`src/hw/bsz_pkg.sv`:
```
package bsz_pkg;

    // ************************************************************
    // bus geometry
    // ************************************************************
    localparam int unsigned ADDR_W = 32;
    localparam int unsigned DATA_W = 32;
    localparam int unsigned BYTE_W = 8;

    // ************************************************************
    // width acknowledge codes {ack_hi_n, ack_lo_n}, active low
    // ************************************************************
    localparam logic [1:0] ACK_PORT32 = 2'h0;
    localparam logic [1:0] ACK_PORT16 = 2'h1;
    localparam logic [1:0] ACK_PORT8  = 2'h2;
    localparam logic [1:0] ACK_NONE   = 2'h3;
    localparam logic [1:0] ACK_RESET  = 2'h3;

    // ************************************************************
    // byte counts and size codes
    // ************************************************************
    localparam logic [2:0] CNT_ZERO  = 3'h0;
    localparam logic [2:0] CNT_ONE   = 3'h1;
    localparam logic [2:0] CNT_TWO   = 3'h2;
    localparam logic [2:0] CNT_FOUR  = 3'h4;
    localparam logic [1:0] SIZE_LONG = 2'h0;
    localparam logic [1:0] OFF_ALIGN = 2'h0;

    typedef enum logic [1:0] {
        BSZ_IDLE,
        BSZ_ADDR,
        BSZ_DATA,
        BSZ_TERM
    } bsz_state_type;

    // size code 00 means four bytes, any other code is its own count
    function automatic logic [2:0] size_to_count(input logic [1:0] code);
        size_to_count = {code == SIZE_LONG, code};
    endfunction

    function automatic logic [2:0] port_bytes(input logic [1:0] ack_n);
        case (ack_n)
            ACK_PORT32: port_bytes = CNT_FOUR;
            ACK_PORT16: port_bytes = CNT_TWO;
            ACK_PORT8:  port_bytes = CNT_ONE;
            default:    port_bytes = CNT_ZERO;
        endcase
    endfunction

    // bytes one bus cycle can move: limited by port edge and remainder
    function automatic logic [2:0] bytes_taken(input logic [2:0] pw,
                                               input logic [1:0] off,
                                               input logic [2:0] rem);
        logic [2:0] room;
        room = CNT_ONE;
        if (pw == CNT_FOUR) begin
            room = CNT_FOUR - {1'b0, off};
        end else if (pw == CNT_TWO) begin
            room = CNT_TWO - {2'h0, off[0]};
        end
        bytes_taken = (rem < room) ? rem : room;
    endfunction

endpackage

```
`src/hw/bsz_lane_steer.sv`:
```
module bsz_lane_steer (
    input  wire logic [1:0]                 off,        // low address bits
    input  wire logic [2:0]                 pw,         // port bytes
    input  wire logic [2:0]                 taken,      // bytes moved
    input  wire logic [bsz_pkg::DATA_W-1:0] rem_data,   // next byte on top
    input  wire logic [bsz_pkg::DATA_W-1:0] data_in,    // bus data
    output logic      [bsz_pkg::DATA_W-1:0] lane_wdata, // write lanes
    output logic      [bsz_pkg::DATA_W-1:0] rd_bytes    // read, right aligned
);

    import bsz_pkg::*;

    logic [7:0] b0;
    logic [7:0] b1;
    logic [7:0] b2;
    logic [7:0] b3;
    logic [1:0] start;
    logic [DATA_W-1:0] aligned;

    // ************************************************************
    // write lanes: top lane always holds the next operand byte so
    // narrow ports on the upper lanes see the right byte
    // ************************************************************
    always_comb begin
        b0 = rem_data[31:24];
        b1 = rem_data[23:16];
        b2 = rem_data[15:8];
        b3 = rem_data[7:0];
        lane_wdata[31:24] = b0;
        lane_wdata[23:16] = off[0] ? b0 : b1;
        unique case (off)
            2'h0: lane_wdata[15:8] = b2;
            2'h1: lane_wdata[15:8] = b1;
            2'h2: lane_wdata[15:8] = b0;
            2'h3: lane_wdata[15:8] = b0;
        endcase
        unique case (off)
            2'h0: lane_wdata[7:0] = b3;
            2'h1: lane_wdata[7:0] = b2;
            2'h2: lane_wdata[7:0] = b1;
            2'h3: lane_wdata[7:0] = b0;
        endcase
    end

    // ************************************************************
    // read lanes: first valid lane depends on the port width
    // ************************************************************
    always_comb begin
        start = 2'h0;
        if (pw == CNT_FOUR) begin
            start = off;
        end else if (pw == CNT_TWO) begin
            start = {1'b0, off[0]};
        end
        aligned  = data_in << {start, 3'h0};
        rd_bytes = aligned >> {CNT_FOUR - taken, 3'h0};
    end

endmodule

```
`src/hw/bsz_bus_sizer.sv`:
```
module bsz_bus_sizer (
    input  wire logic                       clk,                 // 20 MHz
    input  wire logic                       nrst,                // async, low
    input  wire logic                       req,                 // start pulse
    input  wire logic                       req_write,           // 1 write
    input  wire logic                       req_fetch,           // fetch
    input  wire logic [1:0]                 req_size,            // size code
    input  wire logic [bsz_pkg::ADDR_W-1:0] req_addr,            // op address
    input  wire logic [bsz_pkg::DATA_W-1:0] req_wdata,           // write op
    output logic                            busy,                // in transfer
    output logic                            done,                // end pulse
    output logic      [bsz_pkg::DATA_W-1:0] rdata,               // read op
    output logic      [bsz_pkg::ADDR_W-1:0] bus_addr,            // address
    output logic                            xfer_size_hi,        // size bit 1
    output logic                            xfer_size_lo,        // size bit 0
    output logic                            bus_read,            // 1 read
    output logic                            addr_valid_strobe_n, // addr strobe
    output logic                            data_valid_strobe_n, // data strobe
    output logic      [bsz_pkg::DATA_W-1:0] data_out,            // lanes out
    output logic                            data_oe,             // drive lanes
    input  wire logic [bsz_pkg::DATA_W-1:0] data_in,             // lanes in
    input  wire logic                       port_width_ack_hi_n, // width ack 1
    input  wire logic                       port_width_ack_lo_n  // width ack 0
);

    import bsz_pkg::*;

    bsz_state_type     state_r, state_nxt;
    logic [ADDR_W-1:0] addr_r, addr_nxt;
    logic [2:0]        rem_r, rem_nxt;
    logic [DATA_W-1:0] rem_data_r, rem_data_nxt;
    logic [DATA_W-1:0] acc_r, acc_nxt;
    logic [DATA_W-1:0] rdata_r, rdata_nxt;
    logic [DATA_W-1:0] dout_r, dout_nxt;
    logic              read_r, read_nxt;
    logic              fetch_r, fetch_nxt;
    logic              strobe_r, strobe_nxt;
    logic              oe_r, oe_nxt;
    logic              busy_r, busy_nxt;
    logic              done_r, done_nxt;
    logic [1:0]        ack_s1_r, ack_s2_r;
    logic [2:0]        pw;
    logic [2:0]        taken;
    logic [DATA_W-1:0] lane_wdata;
    logic [DATA_W-1:0] rd_bytes;

    // ************************************************************
    // width acknowledge synchroniser
    // ************************************************************
    always_ff @(posedge clk or negedge nrst) begin
        if (!nrst) begin
            ack_s1_r <= ACK_RESET;
            ack_s2_r <= ACK_RESET;
        end else begin
            ack_s1_r <= {port_width_ack_hi_n, port_width_ack_lo_n};
            ack_s2_r <= ack_s1_r;
        end
    end

    assign pw    = port_bytes(ack_s2_r);
    assign taken = bytes_taken(pw, addr_r[1:0], rem_r);

    bsz_lane_steer u_steer (
        .off        (addr_r[1:0]),
        .pw         (pw),
        .taken      (taken),
        .rem_data   (rem_data_r),
        .data_in    (data_in),
        .lane_wdata (lane_wdata),
        .rd_bytes   (rd_bytes)
    );

    // ************************************************************
    // bus cycle sequencer
    // ************************************************************
    always_comb begin
        state_nxt    = state_r;
        addr_nxt     = addr_r;
        rem_nxt      = rem_r;
        rem_data_nxt = rem_data_r;
        acc_nxt      = acc_r;
        rdata_nxt    = rdata_r;
        dout_nxt     = dout_r;
        read_nxt     = read_r;
        fetch_nxt    = fetch_r;
        strobe_nxt   = strobe_r;
        oe_nxt       = oe_r;
        busy_nxt     = busy_r;
        done_nxt     = 1'b0;
        unique case (state_r)
            BSZ_IDLE: begin
                if (req) begin
                    busy_nxt  = 1'b1;
                    read_nxt  = ~req_write;
                    fetch_nxt = req_fetch;
                    acc_nxt   = '0;
                    if (req_fetch) begin
                        // fetches ignore size and offset
                        addr_nxt = {req_addr[ADDR_W-1:2], OFF_ALIGN};
                        rem_nxt  = CNT_FOUR;
                    end else begin
                        addr_nxt = req_addr;
                        rem_nxt  = size_to_count(req_size);
                    end
                    // left justify so the next byte is always on top
                    rem_data_nxt = req_wdata << {CNT_FOUR
                                   - size_to_count(req_size), 3'h0};
                    state_nxt = BSZ_ADDR;
                end
            end
            BSZ_ADDR: begin
                strobe_nxt = 1'b1;
                oe_nxt     = ~read_r;
                dout_nxt   = lane_wdata;
                state_nxt  = BSZ_DATA;
            end
            BSZ_DATA: begin
                if (ack_s2_r != ACK_NONE) begin
                    strobe_nxt   = 1'b0;
                    oe_nxt       = 1'b0;
                    acc_nxt      = (acc_r << {taken, 3'h0}) | rd_bytes;
                    rem_data_nxt = rem_data_r << {taken, 3'h0};
                    addr_nxt     = addr_r + ADDR_W'(taken);
                    rem_nxt      = rem_r - taken;
                    state_nxt    = BSZ_TERM;
                end
            end
            BSZ_TERM: begin
                // wait for the port to release its acknowledge
                if (ack_s2_r == ACK_NONE) begin
                    if (rem_r == CNT_ZERO) begin
                        busy_nxt  = 1'b0;
                        done_nxt  = 1'b1;
                        rdata_nxt = acc_r;
                        state_nxt = BSZ_IDLE;
                    end else begin
                        state_nxt = BSZ_ADDR;
                    end
                end
            end
        endcase
    end

    always_ff @(posedge clk or negedge nrst) begin
        if (!nrst) begin
            state_r    <= BSZ_IDLE;
            addr_r     <= '0;
            rem_r      <= CNT_FOUR;
            rem_data_r <= '0;
            acc_r      <= '0;
            rdata_r    <= '0;
            dout_r     <= '0;
            read_r     <= 1'b1;
            fetch_r    <= 1'b0;
            strobe_r   <= 1'b0;
            oe_r       <= 1'b0;
            busy_r     <= 1'b0;
            done_r     <= 1'b0;
        end else begin
            state_r    <= state_nxt;
            addr_r     <= addr_nxt;
            rem_r      <= rem_nxt;
            rem_data_r <= rem_data_nxt;
            acc_r      <= acc_nxt;
            rdata_r    <= rdata_nxt;
            dout_r     <= dout_nxt;
            read_r     <= read_nxt;
            fetch_r    <= fetch_nxt;
            strobe_r   <= strobe_nxt;
            oe_r       <= oe_nxt;
            busy_r     <= busy_nxt;
            done_r     <= done_nxt;
        end
    end

    // ************************************************************
    // outputs
    // ************************************************************
    assign busy                = busy_r;
    assign done                = done_r;
    assign rdata               = rdata_r;
    assign bus_addr            = addr_r;
    assign xfer_size_hi        = rem_r[1];
    assign xfer_size_lo        = rem_r[0];
    assign bus_read            = read_r;
    assign addr_valid_strobe_n = ~strobe_r;
    assign data_valid_strobe_n = ~strobe_r;
    assign data_out            = dout_r;
    assign data_oe             = oe_r;
endmodule

```
`config.mk`:
```
export PLATFORM = sky130hd
export DESIGN_NAME = bsz_bus_sizer
export DESIGN_NICKNAME = d
export VERILOG_FILES = /design/src/hw/bsz_pkg.sv /design/src/hw/bsz_lane_steer.sv /design/src/hw/bsz_bus_sizer.sv
export SDC_FILE = /design/constraint.sdc
export NUM_CORES = 1
export LEC_CHECK = 0
export BUFFER_PORTS_ARGS = -buffer_cell sky130_fd_sc_hd__buf_2
export CAP_MARGIN = 25
export CORE_AREA = 4 4 143 145
export DETAILED_ROUTE_END_ITERATION = 10
export DIE_AREA = 0 0 147 149
export GPL_ROUTABILITY_DRIVEN = 0
export GPL_TIMING_DRIVEN = 0
export HOLD_SLACK_MARGIN = 0.15
export PLACE_DENSITY = 0.77
export SYNTH_ARGS = -nofsm -noshare
export SYNTH_HDL_FRONTEND = slang
export SYNTH_SLANG_ARGS = --single-unit
```
`constraint.sdc`:
```
create_clock -name clk -period 5.45 [get_ports clk]
set_input_delay 0.8175 -clock clk [delete_from_list [all_inputs] [get_ports clk]]
set_output_delay 0.8175 -clock clk [all_outputs]
set_load 0.005 [all_outputs]
```
After elaboration in Yosys (flattened, before gate mapping)
Index checks and enable logic that the tools add are counted.
Operators by class
  eq/ne operators: 16
  reductions and logical operators: 15
  muxes and demuxes: 38
  shift operators: 5
  add/sub/neg operators: 6
  order comparisons: 1
  bitwise gates (word level): 4
Operators with widths (number)
  2-to-1 mux 32 bit: 6
  case mux 32 bit (2 select lines): 3
  left shift 32 x 6 -> 32 bit: 3
  adder 32 x 3 -> 32 bit: 1
  bitwise OR 32 bit: 1
  case mux 8 bit (4 select lines): 1
  left shift 32 x 5 -> 32 bit: 1
  right shift 32 x 6 -> 32 bit: 1
  case mux 8 bit (3 select lines): 1
  2-to-1 mux 3 bit: 6
  equality test 2 bit (second input constant): 6
  2-to-1 mux 2 bit: 5
  inequality test 2 bit (second input constant): 5
  2-to-1 mux 1 bit: 9
  case mux 3 bit (3 select lines): 1
  AND reduction 3 bit: 3
  zero test 2 bit: 4
  2-to-1 mux 8 bit: 1
  case mux 2 bit (4 select lines): 1
  equality test 2 x 1 -> 1 bit (second input constant): 3
  case mux 1 bit (2 select lines): 3
  case mux 3 bit (2 select lines): 1
  nonzero test 2 bit: 3
  subtractor 3 bit (first input constant): 2
  other kinds (11): 14
Storage, ports and cells
  bits of input ports: 105
  register bits after elaboration: 174
  logic and storage cells: 99
  output and inout bits: 104

Logic depth before layout (Yosys ltp)
  word-level depth: 12
  mapped depth: 23
  depth with buffers taken out: 17

Modules after synthesis
A second synthesis with hierarchy kept.
Unflattened totals
  cells, all modules: 1116
  area total of the unflattened synthesis: 10719.0 µm²
By module, submodules not included
  bsz_bus_sizer: area each 9058.7 µm², cells an instance 876, seq. area each 4361.7 µm², times used 1
  bsz_lane_steer: area each 1660.3 µm², cells an instance 240, seq. area each 0.0 µm², times used 1

Worst setup path before layout
No wires, ideal clock.
  path type: flip-flop to flip-flop
  start: reg addr_r[0] (netlist: bus_addr[0])
  end: reg acc_r[1]
  data required time: 5.360 ns
  arrival time: 4.084 ns
  period minus slack after synthesis: 4.174 ns
  path buffers: 4
  stages on the path, launching flop included: 22
  setup slack: 1.276 ns
  setup time: 0.090 ns
  cell sequence: dfrtp_1 inv_1 ha_1 nand2_1 ha_1 or3_4 o32ai_4 nor3_4 nor2_4 inv_4 buf_6 buf_8 buf_6 ha_1 xnor2_1 nor2b_1 clkbuf_1 and2_0 nand2_1 nor2_1 a32oi_1 o2111ai_1
On the way
  word-level cells in the longest chain between the ends: 10
  elaborated cells on any way between the ends: 15
  those cells by class: 3 x add/sub; 1 x order compare; 3 x shift; 7 x mux; 1 x bitwise
Ends and longest elaborated chain
  from (decl): RTL line bsz_bus_sizer.sv:29  | logic [ADDR_W-1:0] addr_r, addr_nxt;
  from (signal assigned): RTL line bsz_bus_sizer.sv:161  | addr_r <= addr_nxt;
  subtractor 2 x 1 -> 3 bit: RTL line bsz_pkg.sv:59  | room = CNT_TWO - {2'h0, off[0]};
  2-to-1 mux 3 bit: RTL line bsz_pkg.sv:58  | end else if (pw == CNT_TWO) begin
  2-to-1 mux 3 bit: RTL line bsz_pkg.sv:56  | if (pw == CNT_FOUR) begin
  less-than comparator 3 bit: RTL line bsz_pkg.sv:61  | bytes_taken = (rem < room) ? rem : room;
  2-to-1 mux 3 bit: RTL line bsz_pkg.sv:61
  subtractor 3 bit: RTL line bsz_lane_steer.sv:56  | rd_bytes = aligned >> {CNT_FOUR - taken, 3'h0};
  right shift 32 x 6 -> 32 bit: RTL line bsz_lane_steer.sv:56
  bitwise OR 32 bit (*): RTL line bsz_bus_sizer.sv:121  | acc_nxt = (acc_r << {taken, 3'h0}) | rd_bytes;
  2-to-1 mux 32 bit (*): RTL line bsz_bus_sizer.sv:118  | if (ack_s2_r != ACK_NONE) begin
  case mux 32 bit (2 select lines) (*): RTL line bsz_bus_sizer.sv:90  | unique case (state_r)
  to (signal assigned): RTL line bsz_bus_sizer.sv:164  | acc_r <= acc_nxt;
  to (decl): RTL line bsz_bus_sizer.sv:32  | logic [DATA_W-1:0] acc_r, acc_nxt;
Mark *: on every way between the ends. The rest lies on a longest branch, timed or not. The select of a mux whose other input is x is not followed.
A chain may end at the register's enable or synchronous reset.

Worst setup path after layout
  start: reg addr_r[0] (netlist: bus_addr[0])
  end: reg acc_r[4]
Same word-level chain as after synthesis.

==> flow_summary.rst <==
.. list-table::
   :header-rows: 1

   * - Metric
     - Value
   * - Multi-input gate area
     - 5710 µm²
   * - Highest cell delay on the worst timing path
     - just under 0.6 ns
   * - Avg Synthesized Cell Area
     - 9.26 µm²
   * - Sum of buffers and inverters on the critical path
     - 6
   * - Setup violations, final
     - 0
   * - Antenna violations before repair
     - 1
   * - Chip Height
     - approximately 150 µm
   * - Max FO, Critical Path
     - 12
   * - Commonest cells after routing, fill and taps aside
     - buf_2, nand2_1, dfrtp_1
   * - FMAX
     - 196 MHz
   * - Aggregate negative setup slack
     - 0 ns
   * - Leakage power figure
     - 5.90 nW
   * - Post-place instance area
     - 12,000 µm²
   * - Number of hold violations in the final report
     - 0
   * - Max_cap viols
     - 0
   * - Internal power summed over all cells
     - 4.36 mW
   * - Area of all placed cells without fillers
     - approximately 13,000 µm²
   * - Net Sw Frac
     - a little under half
   * - Routed vias
     - ~10k
   * - Clock skew
     - 0.00950 ns
   * - Synthesis-stage register bit count
     - around 170
   * - Final worst path period share
     - 93.6%
   * - Area leader, netlist
     - dfrtp_1
   * - Gate family responsible for the most delay along the worst path
     - simple AND/OR/NAND/NOR gates
   * - Number of antenna-violating nets in the routed design
     - 0
   * - Final critical delay including setup and external delays
     - approximately 5 ns
   * - Peak supply drop
     - 0.468 mV
   * - Width of the chip
     - 147 µm
   * - First-pass iteration count of the detailed router
     - 6
   * - Power per cell area
     - 647 nW/µm²
   * - Overall die area
     - 21,900 µm²
   * - Number of synthesized flops with an enable pin
     - 0
   * - Clock share of power
     - 15.1%
   * - Headroom to the max-slew limit
     - a little over two fifths
   * - Data arrival, critical path
     - ~5.4 ns
   * - Quantity of I/O buffers inserted on ports
     - 207
   * - # nets final
     - ~1.5k
   * - Critical path required time
     - 5.79 ns
   * - Outcome
     - complete, no violations
   * - Antenna diode count
     - 0
   * - Buffer type at the clock tree root
     - clkbuf_16
   * - Maximum buffer depth of the clock tree
     - 2
   * - Slew @ Worst Pin
     - 0.853 ns
   * - Routing usage on met3
     - under 10%
   * - Grt met2 use
     - between 40% and 50%
   * - Top area cells in the synthesized netlist
     - dfrtp_1, nand2_1, mux2i_1
   * - Number of clock sinks
     - between 150 and 200
   * - Pin count of the biggest net entering global routing
     - 105
   * - Class of the most critical setup path
     - reg -> reg
   * - Met1 capacity usage during global routing
     - 41.5%
   * - Cell count after synthesis
     - around 1.1k
   * - Row cnt
     - 51
   * - Number of vias per cell after detailed routing
     - about 6.2
   * - DRC violations left
     - 0
   * - Summed instance area of the synthesized netlist
     - 10,600 µm²
   * - Depth of the CTS H-tree
     - 4
   * - Most Used Layer, Global Route
     - met2
   * - Core region area
     - 19,200 µm²
   * - Boundary pin count
     - 209
   * - Clock Latency Late Sink
     - 0.43 ns
   * - WL/cell
     - slightly below 20 µm
   * - Area growth from synthesis to layout
     - 18.8%
   * - Post-synth cell types
     - 78
   * - Max Slew Vio Count
     - 0
   * - Overall routed net length
     - around 32,000 µm
   * - Unrepaired setup endpoints after global routing
     - no
   * - Critical path startpoint category
     - flip-flop
   * - Sequential cell area
     - 4360 µm²
   * - Type of element capturing the critical path
     - flip-flop
   * - Yosys top cell area share
     - 39.8%
   * - Vias in the first global route
     - 9,769
   * - Comb power frac
     - a little over half
   * - Ys async rst share
     - 100%
   * - Sequential cell area fraction in the yosys report
     - 41.3%
   * - Net switching component of the power
     - 3.75 mW
   * - Proportion of layout cells with a drive suffix above 1
     - 24.2%
   * - Overall routing resource usage
     - 29.2%
   * - Synthesized Nets
     - between 1k and 1.5k
   * - Critical path, cell by cell
     - inv_2 -> ha_1 -> nand2_1 -> ha_1 -> or3_4 -> o32ai_4 -> nor3_4 -> nor2_4 -> inv_4 -> buf_6 -> buf_8 -> buf_6 -> ha_1 -> xnor2_1 -> nor2b_1 -> clkbuf_1 -> and2_0 -> nand2_1 -> nor2_2 -> a32oi_1 -> o2111ai_1
   * - Number of synthesis warnings
     - 0
   * - Predominant post-synthesis flop cell
     - dfrtp_1
   * - TritonCTS clock tree
     - done
   * - Most common cell after layout, fill and taps aside
     - buf_2
   * - Overflow left after global routing
     - 0
   * - Standard cell with the maximum stage delay on the critical path
     - dfrtp_1
   * - Portion of total power attributed to sequential cells
     - between 30% and 40%
   * - Filler instances
     - around 1.7k
   * - Worst min path class
     - in -> async
   * - Clock buffers created by TritonCTS
     - 17
   * - Violation count after the first detailed-routing iteration
     - 1,064
   * - Cell depth of the worst setup path
     - 21
   * - Global-route wire length before repair
     - roughly 52,000 µm
   * - Detailed-placement wirelength estimate
     - between 20,000 and 25,000 µm
   * - Reg2reg path depth
     - 21
   * - Top cell by count, worst path
     - ha_1
   * - Number of setup buffers added after CTS
     - 0
   * - Starting Density
     - 55.0%
   * - Clock transition at the registers of the reported paths
     - 0.07 ns
-- repair_timing --
action / in CTS / in global routing
hold buffers: 0 / 0
endpoints found under the setup margin: 0 / 8
gates resized for setup: 0 / 2
-- worst register-to-register path, cell delays in order (launching register included) --
cell,delay [ns]
dfrtp_1,0.59
inv_2,0.26
ha_1,0.17
nand2_1,0.09
ha_1,0.29
or3_4,0.36
o32ai_4,0.38
nor3_4,0.12
nor2_4,0.17
inv_4,0.06
buf_6,0.14
buf_8,0.15
buf_6,0.14
ha_1,0.21
xnor2_1,0.21
nor2b_1,0.16
clkbuf_1,0.32
and2_0,0.31
nand2_1,0.24
nor2_2,0.35
a32oi_1,0.13
o2111ai_1,0.14
-- Yosys cell counts, types with 7 or more instances --
master       n
a22oi_1     35
nor3_1       7
a221oi_1     7
clkbuf_1    49
a22o_1      13
inv_1       23
nand2_1    195
o2111ai_1    7
a222oi_1    12
nor2b_1     14
a32oi_1      8
buf_2       17
buf_1       11
a21oi_1     60
o22ai_1     27
mux2i_1     71
a221o_1     17
nand3_1     32
mux2_2      25
o211ai_2     7
o21ai_0     80
ha_1        18
a211oi_1    23
o32a_1       7
a31oi_1      8
and3_1      27
dfrtp_1    168
a2bb2oi_2    7
and2_1       7
nor2_1      60
-- layout make-up --
| cell class | count | share of cell area (%) |
|---|---|---|
| Clock inverter | 11 | 1.06 |
| Clock buffer | 20 | 3.56 |
| Multi-Input combinational cell | 857 | 45.5 |
| Inverter | 24 | 0.738 |
| Timing Repair Buffer | 208 | 8.55 |
| Tap cell | 265 | 2.64 |
| Sequential cell | 174 | 34.7 |
| Buffer | 86 | 3.22 |
-- routing by layer --
| metal | wire [µm] | up-vias |
|---|---|---|
| met5 | 12 | - |
| met4 | 841 | 2 |
| met3 | 3050 | 74 |
| met2 | 14800 | 577 |
| met1 | 13800 | 4894 |
| li1 | - | 4708 |
-- state kept, by name (all words and copies together) (netlist names) --
register	count
acc_r	32
bus_addr	32
data_out	32
rdata	32
rem_data_r	32
rem_r	3
ack_s1_r	2
ack_s2_r	2
state_r	2
bus_read	1
busy	1
data_oe	1
done	1
strobe_r	1
-- final timing paths --
kind | end | slack [ns] | start
setup / recovery | acc_r[4] | 0.35 | bus_addr[0]
max in group asynchronous | ack_s2_r[1] | 4.18 | nrst
setup reg to reg | acc_r[4] | 0.35 | bus_addr[0]
hold reg to reg | ack_s2_r[1] | 0.36 | ack_s1_r[1]
hold / removal | rdata[22] | 0.34 | nrst
min in group clk | ack_s2_r[1] | 0.36 | ack_s1_r[1]
-- power groups by stage --
stage	clock [mW]	combinational [mW]	sequential, mW
floorplan	0	3.02	2.33
global placement	0	4.21	2.44
detailed placement	0	4.32	2.47
CTS	1.24	4.35	2.45
global route	1.29	4.83	2.55
finish	1.22	4.42	2.48
-- stage by stage --
stage / hold WS [ns] / power (mW) / setup slack (ns) / std cells / util [%]
floorplan: 0.345 / 5.35 / 1.28 / 1141 / -
global placement: 0.345 / 6.66 / 0.377 / 1613 / 62.1
detailed placement: 0.347 / 6.80 / 0.317 / 1614 / 62.3
CTS: 0.357 / 8.04 / 0.280 / 1645 / 65.3
global route: 0.362 / 8.67 / 0.0771 / 1645 / 65.4
finish: 0.340 / 8.12 / 0.348 / 1645 / 65.4
-- cell families (layout without fill, tap and decap cells) --
kind of cell,after synthesis,count (layout),share of synthesized area [%]
xor+xnor,3,3,0.249
simple gates,370,370,15.9
buf+inv,110,349,4.70
flops,174,174,41.3
compound gates,362,362,24.8
mux,102,102,10.6
fa+ha+maj,20,20,2.51
Note: power is estimated with default switching activity, not from simulation.
